## src/shared/ctcp_pkg.sv

```systemverilog
`default_nettype none
package ctcp_pkg;
  localparam int CTCP_CNT_W = 10;
  localparam int CTCP_CODE_W = 3;
  localparam int CTCP_P_SHIFT = 7;
  localparam int CTCP_FLAG_N = 2;

  localparam logic [7:0] CTCP_ADDR_CTRL0 = 8'h00;
  localparam logic [7:0] CTCP_ADDR_CTRL1 = 8'h04;
  localparam logic [7:0] CTCP_ADDR_CNT_LO = 8'h08;
  localparam logic [7:0] CTCP_ADDR_CNT_HI = 8'h0c;
  localparam logic [7:0] CTCP_ADDR_CMP_LO = 8'h10;
  localparam logic [7:0] CTCP_ADDR_CMP_HI = 8'h14;
  localparam logic [7:0] CTCP_ADDR_STATUS = 8'h18;

  localparam int CTCP_ON_BIT = 3;
  localparam int CTCP_MODE_LSB = 6;
  localparam int CTCP_ACT_LSB = 4;
  localparam int CTCP_OC_BIT = 3;
  localparam int CTCP_POL_BIT = 2;
  localparam int CTCP_SWAP_BIT = 1;
  localparam int CTCP_CLR_BIT = 0;
  localparam int CTCP_FLAG_A = 0;
  localparam int CTCP_FLAG_P = 1;

  localparam logic [9:0] CTCP_CNT_RST = 10'h000;
  localparam logic [9:0] CTCP_CNT_MAX = 10'h3ff;
  localparam logic [10:0] CTCP_FULL_SPAN = 11'h400;
  localparam logic [2:0] CTCP_CODE_RST = 3'h0;
  localparam logic [31:0] CTCP_RDATA_RST = 32'h0000_0000;

  typedef enum logic [1:0] {
    CTCP_MODE_CMP = 2'b00,
    CTCP_MODE_UNDEF = 2'b01,
    CTCP_MODE_PWM = 2'b10,
    CTCP_MODE_TMR = 2'b11
  } ctcp_mode_t;

  localparam logic [1:0] CTCP_ACT_NONE = 2'b00;
  localparam logic [1:0] CTCP_ACT_LOW = 2'b01;
  localparam logic [1:0] CTCP_ACT_HIGH = 2'b10;
  localparam logic [1:0] CTCP_ACT_TOGGLE = 2'b11;
  localparam logic [1:0] CTCP_PWM_INACT = 2'b00;
  localparam logic [1:0] CTCP_PWM_ACT = 2'b01;
  localparam logic [1:0] CTCP_PWM_RUN = 2'b10;
endpackage
`default_nettype wire

```

## src/hw/ctcp_compare.sv

```systemverilog
`default_nettype none
module ctcp_compare
  import ctcp_pkg::*;
(
  input wire logic [9:0] cnt_in,
  input wire logic [9:0] next_in,
  input wire logic [9:0] cmp_a_in,
  input wire logic [2:0] code_in,
  input wire logic swap_in,
  output logic match_a_out,
  output logic match_p_out,
  output logic duty_on_out
);
  logic [10:0] p_edge;

  // Code zero stands for the full 1024-count span, which the counter reaches by wrapping.
  assign p_edge = (code_in == CTCP_CODE_RST) ? CTCP_FULL_SPAN : {1'b0, code_in, 7'b000_0000};
  assign match_p_out = (next_in == p_edge[9:0]);
  // A zero compare A never matches, so the counter simply wraps at its maximum.
  assign match_a_out = (cmp_a_in != CTCP_CNT_RST) && (next_in == cmp_a_in);
  // A duty at or beyond the period keeps this high for the whole period.
  assign duty_on_out = swap_in ? ({1'b0, cnt_in} < p_edge) : (cnt_in < cmp_a_in);
endmodule
`default_nettype wire

```

## src/hw/ctcp_rise.sv

```systemverilog
`default_nettype none
module ctcp_rise (
  input wire logic ref_clk_in,
  input wire logic rst_b_in,
  input wire logic ce_in,
  input wire logic level_in,
  output logic rise_out
);
  logic prev_q;

  always_ff @(posedge ref_clk_in) begin
    if (!rst_b_in) begin
      prev_q <= 1'b0;
    end else if (ce_in) begin
      prev_q <= level_in;
    end
  end

  assign rise_out = level_in & ~prev_q;
endmodule
`default_nettype wire

```

## src/hw/ctcp_timer.sv

```systemverilog
// Register access over APB and the register offsets are this design's own decisions.
`default_nettype none
// Functional notes
// - Counter readable as low and high bytes.
// - Compare A readable and writable, two bytes.
// - Mode field selects compare, timer, PWM.
// - Clear on P match; both flags raised.
// - Clear-select high: clear on A, no P.
// - Zero compare A: wrap, no A flag.
// - Only A matches move pin in compare.
// - A match drives high, low or toggles.
// - Action 01 low, 10 high, 11 toggle.
// - Timer on rise loads initial pin level.
// - Timer on rise zeroes counter; fall keeps.
// - Timer mode counts alike, pin undriven.
// - PWM ignores clear-select; swap picks roles.
// - Swap low: period 128 times code (code 0: 1024).
// - Swap high: period A, duty code steps.
// - Duty at or over period: full duty.
// - PWM raises A and P flags.
// - Initial level sets polarity; invert bit flips.
// - PWM action: inactive, active, waveform.
// - PWM counting runs while output forced.
// - Period code times 128 compared with counter plus one.
module ctcp_timer
  import ctcp_pkg::*;
(
  input wire logic ref_clk_in,
  input wire logic rst_b_in,
  input wire logic ce_in,
  input wire logic count_tick_in,
  input wire logic psel_in,
  input wire logic penable_in,
  input wire logic pwrite_in,
  input wire logic [7:0] paddr_in,
  input wire logic [31:0] pwdata_in,
  output logic [31:0] prdata_out,
  output logic pready_out,
  output logic pslverr_out,
  output logic match_a_flag_out,
  output logic match_p_flag_out,
  output logic timer_pin_out,
  output logic timer_pin_oe_out
);
  logic timer_on_q;
  logic [2:0] period_code_q;
  ctcp_mode_t mode_q;
  logic [1:0] action_q;
  logic init_level_q;
  logic invert_q;
  logic swap_q;
  logic clear_sel_q;
  logic [9:0] cmp_a_q;
  logic [9:0] cnt_q;
  logic [9:0] cnt_next;
  logic [1:0] flag_q;
  logic [1:0] flag_set;
  logic pin_state_q;
  logic pin_out_q;
  logic pin_oe_q;
  logic pready_q;
  logic pslverr_q;
  logic [31:0] prdata_q;
  logic [31:0] rdata;
  logic mapped;
  logic access;
  logic wr_fire;
  logic on_rise;
  logic run;
  logic match_a;
  logic match_p;
  logic duty_on;
  logic clear_now;
  logic is_pwm;
  logic pwm_level;
  logic pin_d;
  logic pin_oe_d;
  logic flag_clr_wr;

  assign access = psel_in & penable_in;
  // Writes land on the edge where the master sees pready high, never earlier.
  assign wr_fire = access & pready_q & pwrite_in;
  assign flag_clr_wr = wr_fire && (paddr_in == CTCP_ADDR_STATUS);
  assign is_pwm = (mode_q == CTCP_MODE_PWM);
  assign cnt_next = cnt_q + 10'h001;

  ctcp_rise u_on_rise (
    .ref_clk_in(ref_clk_in),
    .rst_b_in(rst_b_in),
    .ce_in(ce_in),
    .level_in(timer_on_q),
    .rise_out(on_rise)
  );

  ctcp_compare u_compare (
    .cnt_in(cnt_q),
    .next_in(cnt_next),
    .cmp_a_in(cmp_a_q),
    .code_in(period_code_q),
    .swap_in(swap_q),
    .match_a_out(match_a),
    .match_p_out(match_p),
    .duty_on_out(duty_on)
  );

  // The timer-on rising edge takes priority over a count in the same cycle.
  assign run = timer_on_q & count_tick_in & ~on_rise;

  always_comb begin
    if (is_pwm) begin
      clear_now = swap_q ? match_a : match_p;
    end else if (clear_sel_q) begin
      clear_now = match_a;
    end else begin
      clear_now = match_p;
    end
  end

  assign flag_set[CTCP_FLAG_A] = run & match_a;
  assign flag_set[CTCP_FLAG_P] = run & match_p & (is_pwm | ~clear_sel_q);

  always_comb begin
    rdata = CTCP_RDATA_RST;
    mapped = 1'b1;
    case (paddr_in)
      CTCP_ADDR_CTRL0: begin
        rdata[CTCP_ON_BIT] = timer_on_q;
        rdata[2:0] = period_code_q;
      end
      CTCP_ADDR_CTRL1: begin
        rdata[7:0] = {mode_q, action_q, init_level_q, invert_q, swap_q, clear_sel_q};
      end
      CTCP_ADDR_CNT_LO: begin
        rdata[7:0] = cnt_q[7:0];
      end
      CTCP_ADDR_CNT_HI: begin
        rdata[1:0] = cnt_q[9:8];
      end
      CTCP_ADDR_CMP_LO: begin
        rdata[7:0] = cmp_a_q[7:0];
      end
      CTCP_ADDR_CMP_HI: begin
        rdata[1:0] = cmp_a_q[9:8];
      end
      CTCP_ADDR_STATUS: begin
        rdata[1:0] = flag_q;
      end
      default: begin
        mapped = 1'b0;
      end
    endcase
  end

  // One wait state keeps pready and read data coming straight from flops.
  always_ff @(posedge ref_clk_in) begin
    if (!rst_b_in) begin
      pready_q <= 1'b0;
      pslverr_q <= 1'b0;
      prdata_q <= CTCP_RDATA_RST;
    end else if (ce_in) begin
      pready_q <= access & ~pready_q;
      if (access & ~pready_q) begin
        pslverr_q <= ~mapped;
        prdata_q <= pwrite_in ? CTCP_RDATA_RST : rdata;
      end
    end
  end

  always_ff @(posedge ref_clk_in) begin
    if (!rst_b_in) begin
      timer_on_q <= 1'b0;
      period_code_q <= CTCP_CODE_RST;
    end else if (ce_in && wr_fire && (paddr_in == CTCP_ADDR_CTRL0)) begin
      timer_on_q <= pwdata_in[CTCP_ON_BIT];
      period_code_q <= pwdata_in[2:0];
    end
  end

  always_ff @(posedge ref_clk_in) begin
    if (!rst_b_in) begin
      mode_q <= CTCP_MODE_CMP;
      action_q <= CTCP_ACT_NONE;
      init_level_q <= 1'b0;
      invert_q <= 1'b0;
      swap_q <= 1'b0;
      clear_sel_q <= 1'b0;
    end else if (ce_in && wr_fire && (paddr_in == CTCP_ADDR_CTRL1)) begin
      mode_q <= ctcp_mode_t'(pwdata_in[CTCP_MODE_LSB +: 2]);
      action_q <= pwdata_in[CTCP_ACT_LSB +: 2];
      init_level_q <= pwdata_in[CTCP_OC_BIT];
      invert_q <= pwdata_in[CTCP_POL_BIT];
      swap_q <= pwdata_in[CTCP_SWAP_BIT];
      clear_sel_q <= pwdata_in[CTCP_CLR_BIT];
    end
  end

  always_ff @(posedge ref_clk_in) begin
    if (!rst_b_in) begin
      cmp_a_q <= CTCP_CNT_RST;
    end else if (ce_in && wr_fire) begin
      if (paddr_in == CTCP_ADDR_CMP_LO) begin
        cmp_a_q[7:0] <= pwdata_in[7:0];
      end else if (paddr_in == CTCP_ADDR_CMP_HI) begin
        cmp_a_q[9:8] <= pwdata_in[1:0];
      end
    end
  end

  // Counting never depends on the action field, so forced PWM levels keep the period alive.
  always_ff @(posedge ref_clk_in) begin
    if (!rst_b_in) begin
      cnt_q <= CTCP_CNT_RST;
    end else if (ce_in) begin
      if (on_rise) begin
        cnt_q <= CTCP_CNT_RST;
      end else if (run) begin
        cnt_q <= clear_now ? CTCP_CNT_RST : cnt_next;
      end
    end
  end

  // A new event wins over a software clear in the same cycle.
  for (genvar i = 0; i < CTCP_FLAG_N; i++) begin : g_flag
    always_ff @(posedge ref_clk_in) begin
      if (!rst_b_in) begin
        flag_q[i] <= 1'b0;
      end else if (ce_in) begin
        flag_q[i] <= flag_set[i] | (flag_q[i] & ~(flag_clr_wr & pwdata_in[i]));
      end
    end
  end

  always_ff @(posedge ref_clk_in) begin
    if (!rst_b_in) begin
      pin_state_q <= 1'b0;
    end else if (ce_in) begin
      if (on_rise) begin
        pin_state_q <= init_level_q;
      end else if (run && match_a && (mode_q == CTCP_MODE_CMP)) begin
        case (action_q)
          CTCP_ACT_LOW: begin
            pin_state_q <= 1'b0;
          end
          CTCP_ACT_HIGH: begin
            pin_state_q <= 1'b1;
          end
          CTCP_ACT_TOGGLE: begin
            pin_state_q <= ~pin_state_q;
          end
          default: begin
            pin_state_q <= pin_state_q;
          end
        endcase
      end
    end
  end

  always_comb begin
    case (action_q)
      CTCP_PWM_ACT: begin
        pwm_level = 1'b1;
      end
      CTCP_PWM_RUN: begin
        pwm_level = duty_on;
      end
      default: begin
        pwm_level = 1'b0;
      end
    endcase
  end

  always_comb begin
    case (mode_q)
      CTCP_MODE_CMP: begin
        pin_d = pin_state_q ^ invert_q;
        pin_oe_d = 1'b1;
      end
      CTCP_MODE_PWM: begin
        pin_d = (pwm_level ? init_level_q : ~init_level_q) ^ invert_q;
        pin_oe_d = 1'b1;
      end
      default: begin
        // Timer mode leaves the pin to other functions sharing it.
        pin_d = 1'b0;
        pin_oe_d = 1'b0;
      end
    endcase
  end

  always_ff @(posedge ref_clk_in) begin
    if (!rst_b_in) begin
      pin_out_q <= 1'b0;
      pin_oe_q <= 1'b0;
    end else if (ce_in) begin
      pin_out_q <= pin_d;
      pin_oe_q <= pin_oe_d;
    end
  end

  assign prdata_out = prdata_q;
  assign pready_out = pready_q;
  assign pslverr_out = pslverr_q;
  assign match_a_flag_out = flag_q[CTCP_FLAG_A];
  assign match_p_flag_out = flag_q[CTCP_FLAG_P];
  assign timer_pin_out = pin_out_q;
  assign timer_pin_oe_out = pin_oe_q;
endmodule
`default_nettype wire

```

## config.mk

```make
export PLATFORM = sky130hd
export DESIGN_NAME = ctcp_timer
export DESIGN_NICKNAME = d
export VERILOG_FILES = /design/src/shared/ctcp_pkg.sv /design/src/hw/ctcp_compare.sv /design/src/hw/ctcp_rise.sv /design/src/hw/ctcp_timer.sv
export SDC_FILE = /design/constraint.sdc
export NUM_CORES = 1
export LEC_CHECK = 0
export BUFFER_PORTS_ARGS = -buffer_cell sky130_fd_sc_hd__buf_2
export CAP_MARGIN = 30
export CORE_MARGIN = 2
export CORE_UTILIZATION = 53
export DETAILED_ROUTE_END_ITERATION = 7
export PLACE_DENSITY = 0.89
export SYNTH_ARGS = -nofsm -noshare
export SYNTH_HDL_FRONTEND = slang
export SYNTH_HIERARCHICAL = 1
export SYNTH_SLANG_ARGS = --single-unit
export TNS_END_PERCENT = 1
```

## constraint.sdc

```tcl
create_clock -name ref_clk_in -period 3.9 [get_ports ref_clk_in]
set_input_delay 0.195 -clock ref_clk_in [delete_from_list [all_inputs] [get_ports ref_clk_in]]
set_output_delay 0.195 -clock ref_clk_in [all_outputs]
set_load 0.03 [all_outputs]
```

# Word level (Yosys, flattened, before mapping)
# Cells that the tools add are included.
# classes
n_bitwise	29
order_cmp	2
n_reduce_logical	21
eq_ne	12
muxes	20
n_addsub	1
# op_table
op	count
$mux 10	3
$eq 8x5->1 const B	3
$eq 10x10->1	2
$eq 8x4->1 const B	2
$and 1x1->1	14
$pmux 2 s7	1
$pmux 4 s3	1
$lt 10x11->1	1
$mux 11	1
$add 10x1->10 const B	1
$lt 10x10->1	1
$not 1->1	10
$reduce_bool 10->1	1
$mux 1	9
$eq 8x3->1 const B	1
$logic_not 8->1	1
$mux 8	1
$pmux 2 s4	1
$logic_and 1x1->1	7
$reduce_or 7->1	1
$eq 2x2->1 const B	3
$reduce_and 2->1	3
$reduce_and 3->1	2
$pmux 1 s2	2
9 further kinds	13
# word_totals
reg_bits	72
input_bits	47
word_cells	105

# Depth between registers and ports, before layout
# depth
depth_word	8
ltp_mapped	11
depth_no_buf	11

# By module
# The synthesis kept the hierarchy.
# by_module_without_submodules
mod	area_per_inst_um2	seq_area_each_um2	cells_each	instances
ctcp_timer	2727.6	940.9	322	1
ctcp_compare	475.5	0.0	64	1
ctcp_rise	42.5	20.0	4	1

# Least setup slack after synthesis
# Ideal clock, no wire load.
# synth_timing
kind	register -> register
startpoint	reg cnt_q[1]
endpoint	reg cnt_q[9]
stages_incl_launch_ff	12
n_path_buf	0
arrival_time_ps	2589
setup_ps	117
path_slack_ps	1194
path_cell_list	dfxtp_1 > ha_1 > and3_1 > nand3_1 > xnor2_1 > xor2_1 > nor4_2 > nand2_1 > nor4_2 > inv_1 > o211a_1 > a32o_1
# synth_between
elab_chain_len	8
elab_cells_between_ends	10
cone_classes	add/sub (1); eq/ne (2); mux (6); reduce/logical (1)
# synth_rtl
item	line	rtl
from (decl)	ctcp_timer.sv:54	logic [9:0] cnt_q;
from (signal assigned)	ctcp_timer.sv:217	cnt_q <= clear_now ? CTCP_CNT_RST : cnt_next;
$add 10x1->10 *	ctcp_timer.sv:85	assign cnt_next = cnt_q + 10'h001;
net cnt_next[6]	ctcp_timer.sv:55	logic [9:0] cnt_next;
$eq 10x10->1 *	ctcp_compare.sv:20	assign match_a_out = (cmp_a_in != CTCP_CNT_RST) && (next_in == cmp_a_in);
$logic_and 1x1->1 *	ctcp_compare.sv:20	
net match_a	ctcp_timer.sv:70	logic match_a;
$mux 1 (on tied branches)	ctcp_timer.sv:112, ctcp_timer.sv:111	
$mux 1 *	ctcp_timer.sv:110	if (is_pwm) begin
$mux 10 *	ctcp_timer.sv:217	
$mux 10 *	ctcp_timer.sv:216	end else if (run) begin
$mux 10 *	ctcp_timer.sv:214	if (on_rise) begin
# Mark *: on every way through the listed nets, which the timed path passes. The rest lies on a longest branch. The select of a mux whose other input is x is not followed.
# A chain may end at the register's enable or synchronous reset.

# Final worst setup path
# layout_timing
startpoint	reg cnt_q[0]
endpoint	reg cnt_q[9]
# The elaborated chain is that of the path after synthesis.

==> flow_summary.json <==
{
  "status": "completed",
  "layout_common_cells": "dfxtp_1, nand2_1, buf_2",
  "cts_tree": "yes",
  "antenna_found_initial": 0,
  "p_comb_share_pct": 9.8,
  "grt_pass1_vias": 2740,
  "finalHoldViolations": 0,
  "cp.arrival_ns": 3.63,
  "vias": 3060,
  "synth_top_area_share_pct": 29.6,
  "ys_top_cells_by_area": "dfxtp_1, mux2i_1, buf_4, ha_1, nand2_1",
  "netlist_instances": 390,
  "post_cts_buffers": 0,
  "cap_violations": 0,
  "setup-tns-final_ns": 0,
  "final_nets": 477,
  "hold_slack_ns": 0.129,
  "grt_pass1_wl_mm": 13.5,
  "area_delta_synth_final_pct": 6.40,
  "ir_drop_mv": 0.145,
  "p_per_area_nw_per_um2": 281,
  "wire_per_inst_um": 18.0,
  "crit_chain": "ha_1 > and3_1 > nand3_1 > xnor2_1 > xor2_1 > nor4_2 > nand2_1 > nor4_2 > inv_1 > o211a_1 > a32o_1",
  "multiInputGateArea_um2": 2020,
  "final_common_cell": "dfxtp_1",
  "synthAdderAreaFrac_pct": 5.78,
  "relSlewSlack_pct": 50.5,
  "min-delay-path-class": "input pin to flop",
  "cp-start-kind": "flop",
  "path_clk_slew_ns": 0.10,
  "worstReg2RegStart": "cnt_q[0]$_SDFFE_PN0P_",
  "synth-compound-area-share_pct": 17.6,
  "grt_max_degree": 41,
  "p_seq_share_pct": 50.8,
  "nFillCells": 529,
  "ios": 85,
  "drt_wl_total_mm": 8.86,
  "worst_setup_path_end_kind": "flop",
  "h-tree-depth": 2,
  "switching_share_pct": 27.3,
  "timing.fmax_ghz": 0.292,
  "gp_congestion": 0.957,
  "crit_path_start": "cnt_q[0]$_SDFFE_PN0P_",
  "pwr-share-clk_pct": 39.4,
  "ys_warn_count": 6,
  "ctsLongestPathBuffers": 2,
  "p_sw_mw": 0.265,
  "skew_ns": 0.0114,
  "root_buffer": "clkbuf_8",
  "design_area_um2": 3450,
  "place_area_um2": 3340,
  "n_antenna_cell": 0,
  "rsz0062_at_grt": "no",
  "coreArea_um2": 5920,
  "hpwl_mm": 6.62,
  "p_leak_nw": 1.47,
  "max_stage_delay_ns": 0.56,
  "ys_ff_latch": 48,
  "drive_above_1_share_pct": 13.5,
  "synth-simple-area-share_pct": 22.1,
  "ys_seq_area_share_pct": 29.6,
  "worst_skew_pair.late_latency_ns": 0.32,
  "drt_iter0_drc": 447,
  "slowest_stage": "nor4_2",
  "syn_avg_cell_area_um2": 8.32,
  "synthFlopType": "dfxtp_1",
  "port-buffer-count": 36,
  "fin_crit_ns": 3.43,
  "finalSetupViolCount": 0,
  "crit_type": "flop to flop",
  "cp.buffers_inverters": 1,
  "viasPerCell": 6.23,
  "seqCellArea_um2": 961,
  "crit_fanout": 7,
  "synth_top_family_by_area": "simple AND/OR/NAND/NOR gates",
  "cp.required_ns": 4.11,
  "ctsResizeCount": 0,
  "netlist_area_um2": 3250,
  "grt_usage_pct": 26.6,
  "power.internal_mw": 0.705,
  "die_area_um2": 6770,
  "start_util_pct": 54.8,
  "die_w_um": 82.3,
  "hp-start": "pwdata_in[1]",
  "cts_buffers": 5,
  "dieHeight_um": 82.3,
  "grt-ovfl-total": 0,
  "numClockSinks": 48,
  "cpMostUsedCell": "nor4_2",
  "drc": 0,
  "drtAntennaViolNets": 0,
  "rows": 28,
  "cp_top_family": "simple AND/OR/NAND/NOR gates",
  "synth_area_leader_cell": "dfxtp_1",
  "synthArstFlopShare_pct": 0,
  "synth_edf_count": 0,
  "postLayoutCoreUtil_pct": 58.3,
  "synth-xor-area-share_pct": 5.94,
  "slew_violations": 0,
  "dr.pass1.iters": 5,
  "synthMuxAreaShare_pct": 8.17,
  "period_share_pct": 87.9,
  "synth.distinct_cells": 57,
  "cts_hold_buf": 0,
  "tightest_slew_ns": 0.742
}
-- through the flow --
stage	std cells	power (mW)	setup WS (ns)
2_1_floorplan	413	0.590	1.19
3_3_place_gp	483	0.593	0.576
3_5_place_dp	483	0.596	0.590
4_1_cts	491	0.969	0.569
5_1_grt	491	0.993	0.329
6_report	491	0.969	0.474
-- final cells by class --
type	instances	area share (%)
clock buffers	5	1.99
multi-input cells	303	58.6
repair buffers	36	5.22
flip-flops and latches	48	27.8
clock inverters	3	1.34
inverters	21	2.28
well taps	75	2.72
-- worst register-to-register path: stages, from the launching register on --
cell	delay (ns)
dfxtp_1	0.47
ha_1	0.24
and3_1	0.21
nand3_1	0.10
xnor2_1	0.37
xor2_1	0.15
nor4_2	0.26
nand2_1	0.09
nor4_2	0.56
inv_1	0.28
o211a_1	0.32
a32o_1	0.26
-- path summary, 6_finish.rpt --
path | slack [ns] | depth (start not counted) | to
max | 0.47 | 11 | cnt_q[9]$_SDFFE_PN0P_
min | 0.13 | 2 | match_p_flag_out$_SDFFE_PN0P_
max reg2reg | 0.47 | 11 | cnt_q[9]$_SDFFE_PN0P_
min reg2reg | 0.47 | 2 | timer_pin_oe_out$_SDFFE_PN0P_
-- synthesized netlist by cell type (5+ instances only) --
library cell	n
xnor2_1	8
ha_1	15
and3_1	6
o21ai_0	20
buf_2	6
nor2_1	11
clkbuf_1	7
inv_1	21
nor3_1	5
nand4_1	5
o2111ai_1	5
xor2_1	14
buf_4	25
nor4_1	7
dfxtp_1	48
nand3_1	21
nand2_1	45
mux2i_1	22
nand2b_1	6
a21oi_1	20
nor2b_1	9
-- flip-flops by register name, indices dropped and copies added, names as in the netlist, 2 cells and up --
| name | cells |
|---|---|
| mode_q | 2 |
| action_q | 2 |
| cmp_a_q | 10 |
| cnt_q | 10 |
| period_code_q | 3 |
| prdata_out | 8 |
-- power by group through the flow --
stage	combinational, mW	clock [mW]	sequential [mW]
floorplan	0.0829	0	0.507
global placement	0.0897	0	0.504
finish	0.0951	0.382	0.492
detailed placement	0.0920	0	0.504
CTS	0.0923	0.385	0.492
global route	0.102	0.399	0.492
-- metal layers --
metal,vias up,global-route usage (%),wire [um]
met2,200,43.9,4200
li1,1403,-,-
met5,-,0,0
met4,0,11.7,317
met1,1420,32.8,3500
met3,37,6.52,836
-- cells by family (layout without fill, tap and decap cells) --
kind of cell	count (synthesis)	after routing
AND/OR/NAND/NOR	133	133
AO/OA/AOI/OAI	85	85
buffers and inverters	62	65
flip-flops	48	48
multiplexers	24	24
XOR/XNOR	22	22
adder cells (fa/ha/maj)	15	15
other	1	24
Note: power is estimated with default switching activity, not from simulation.
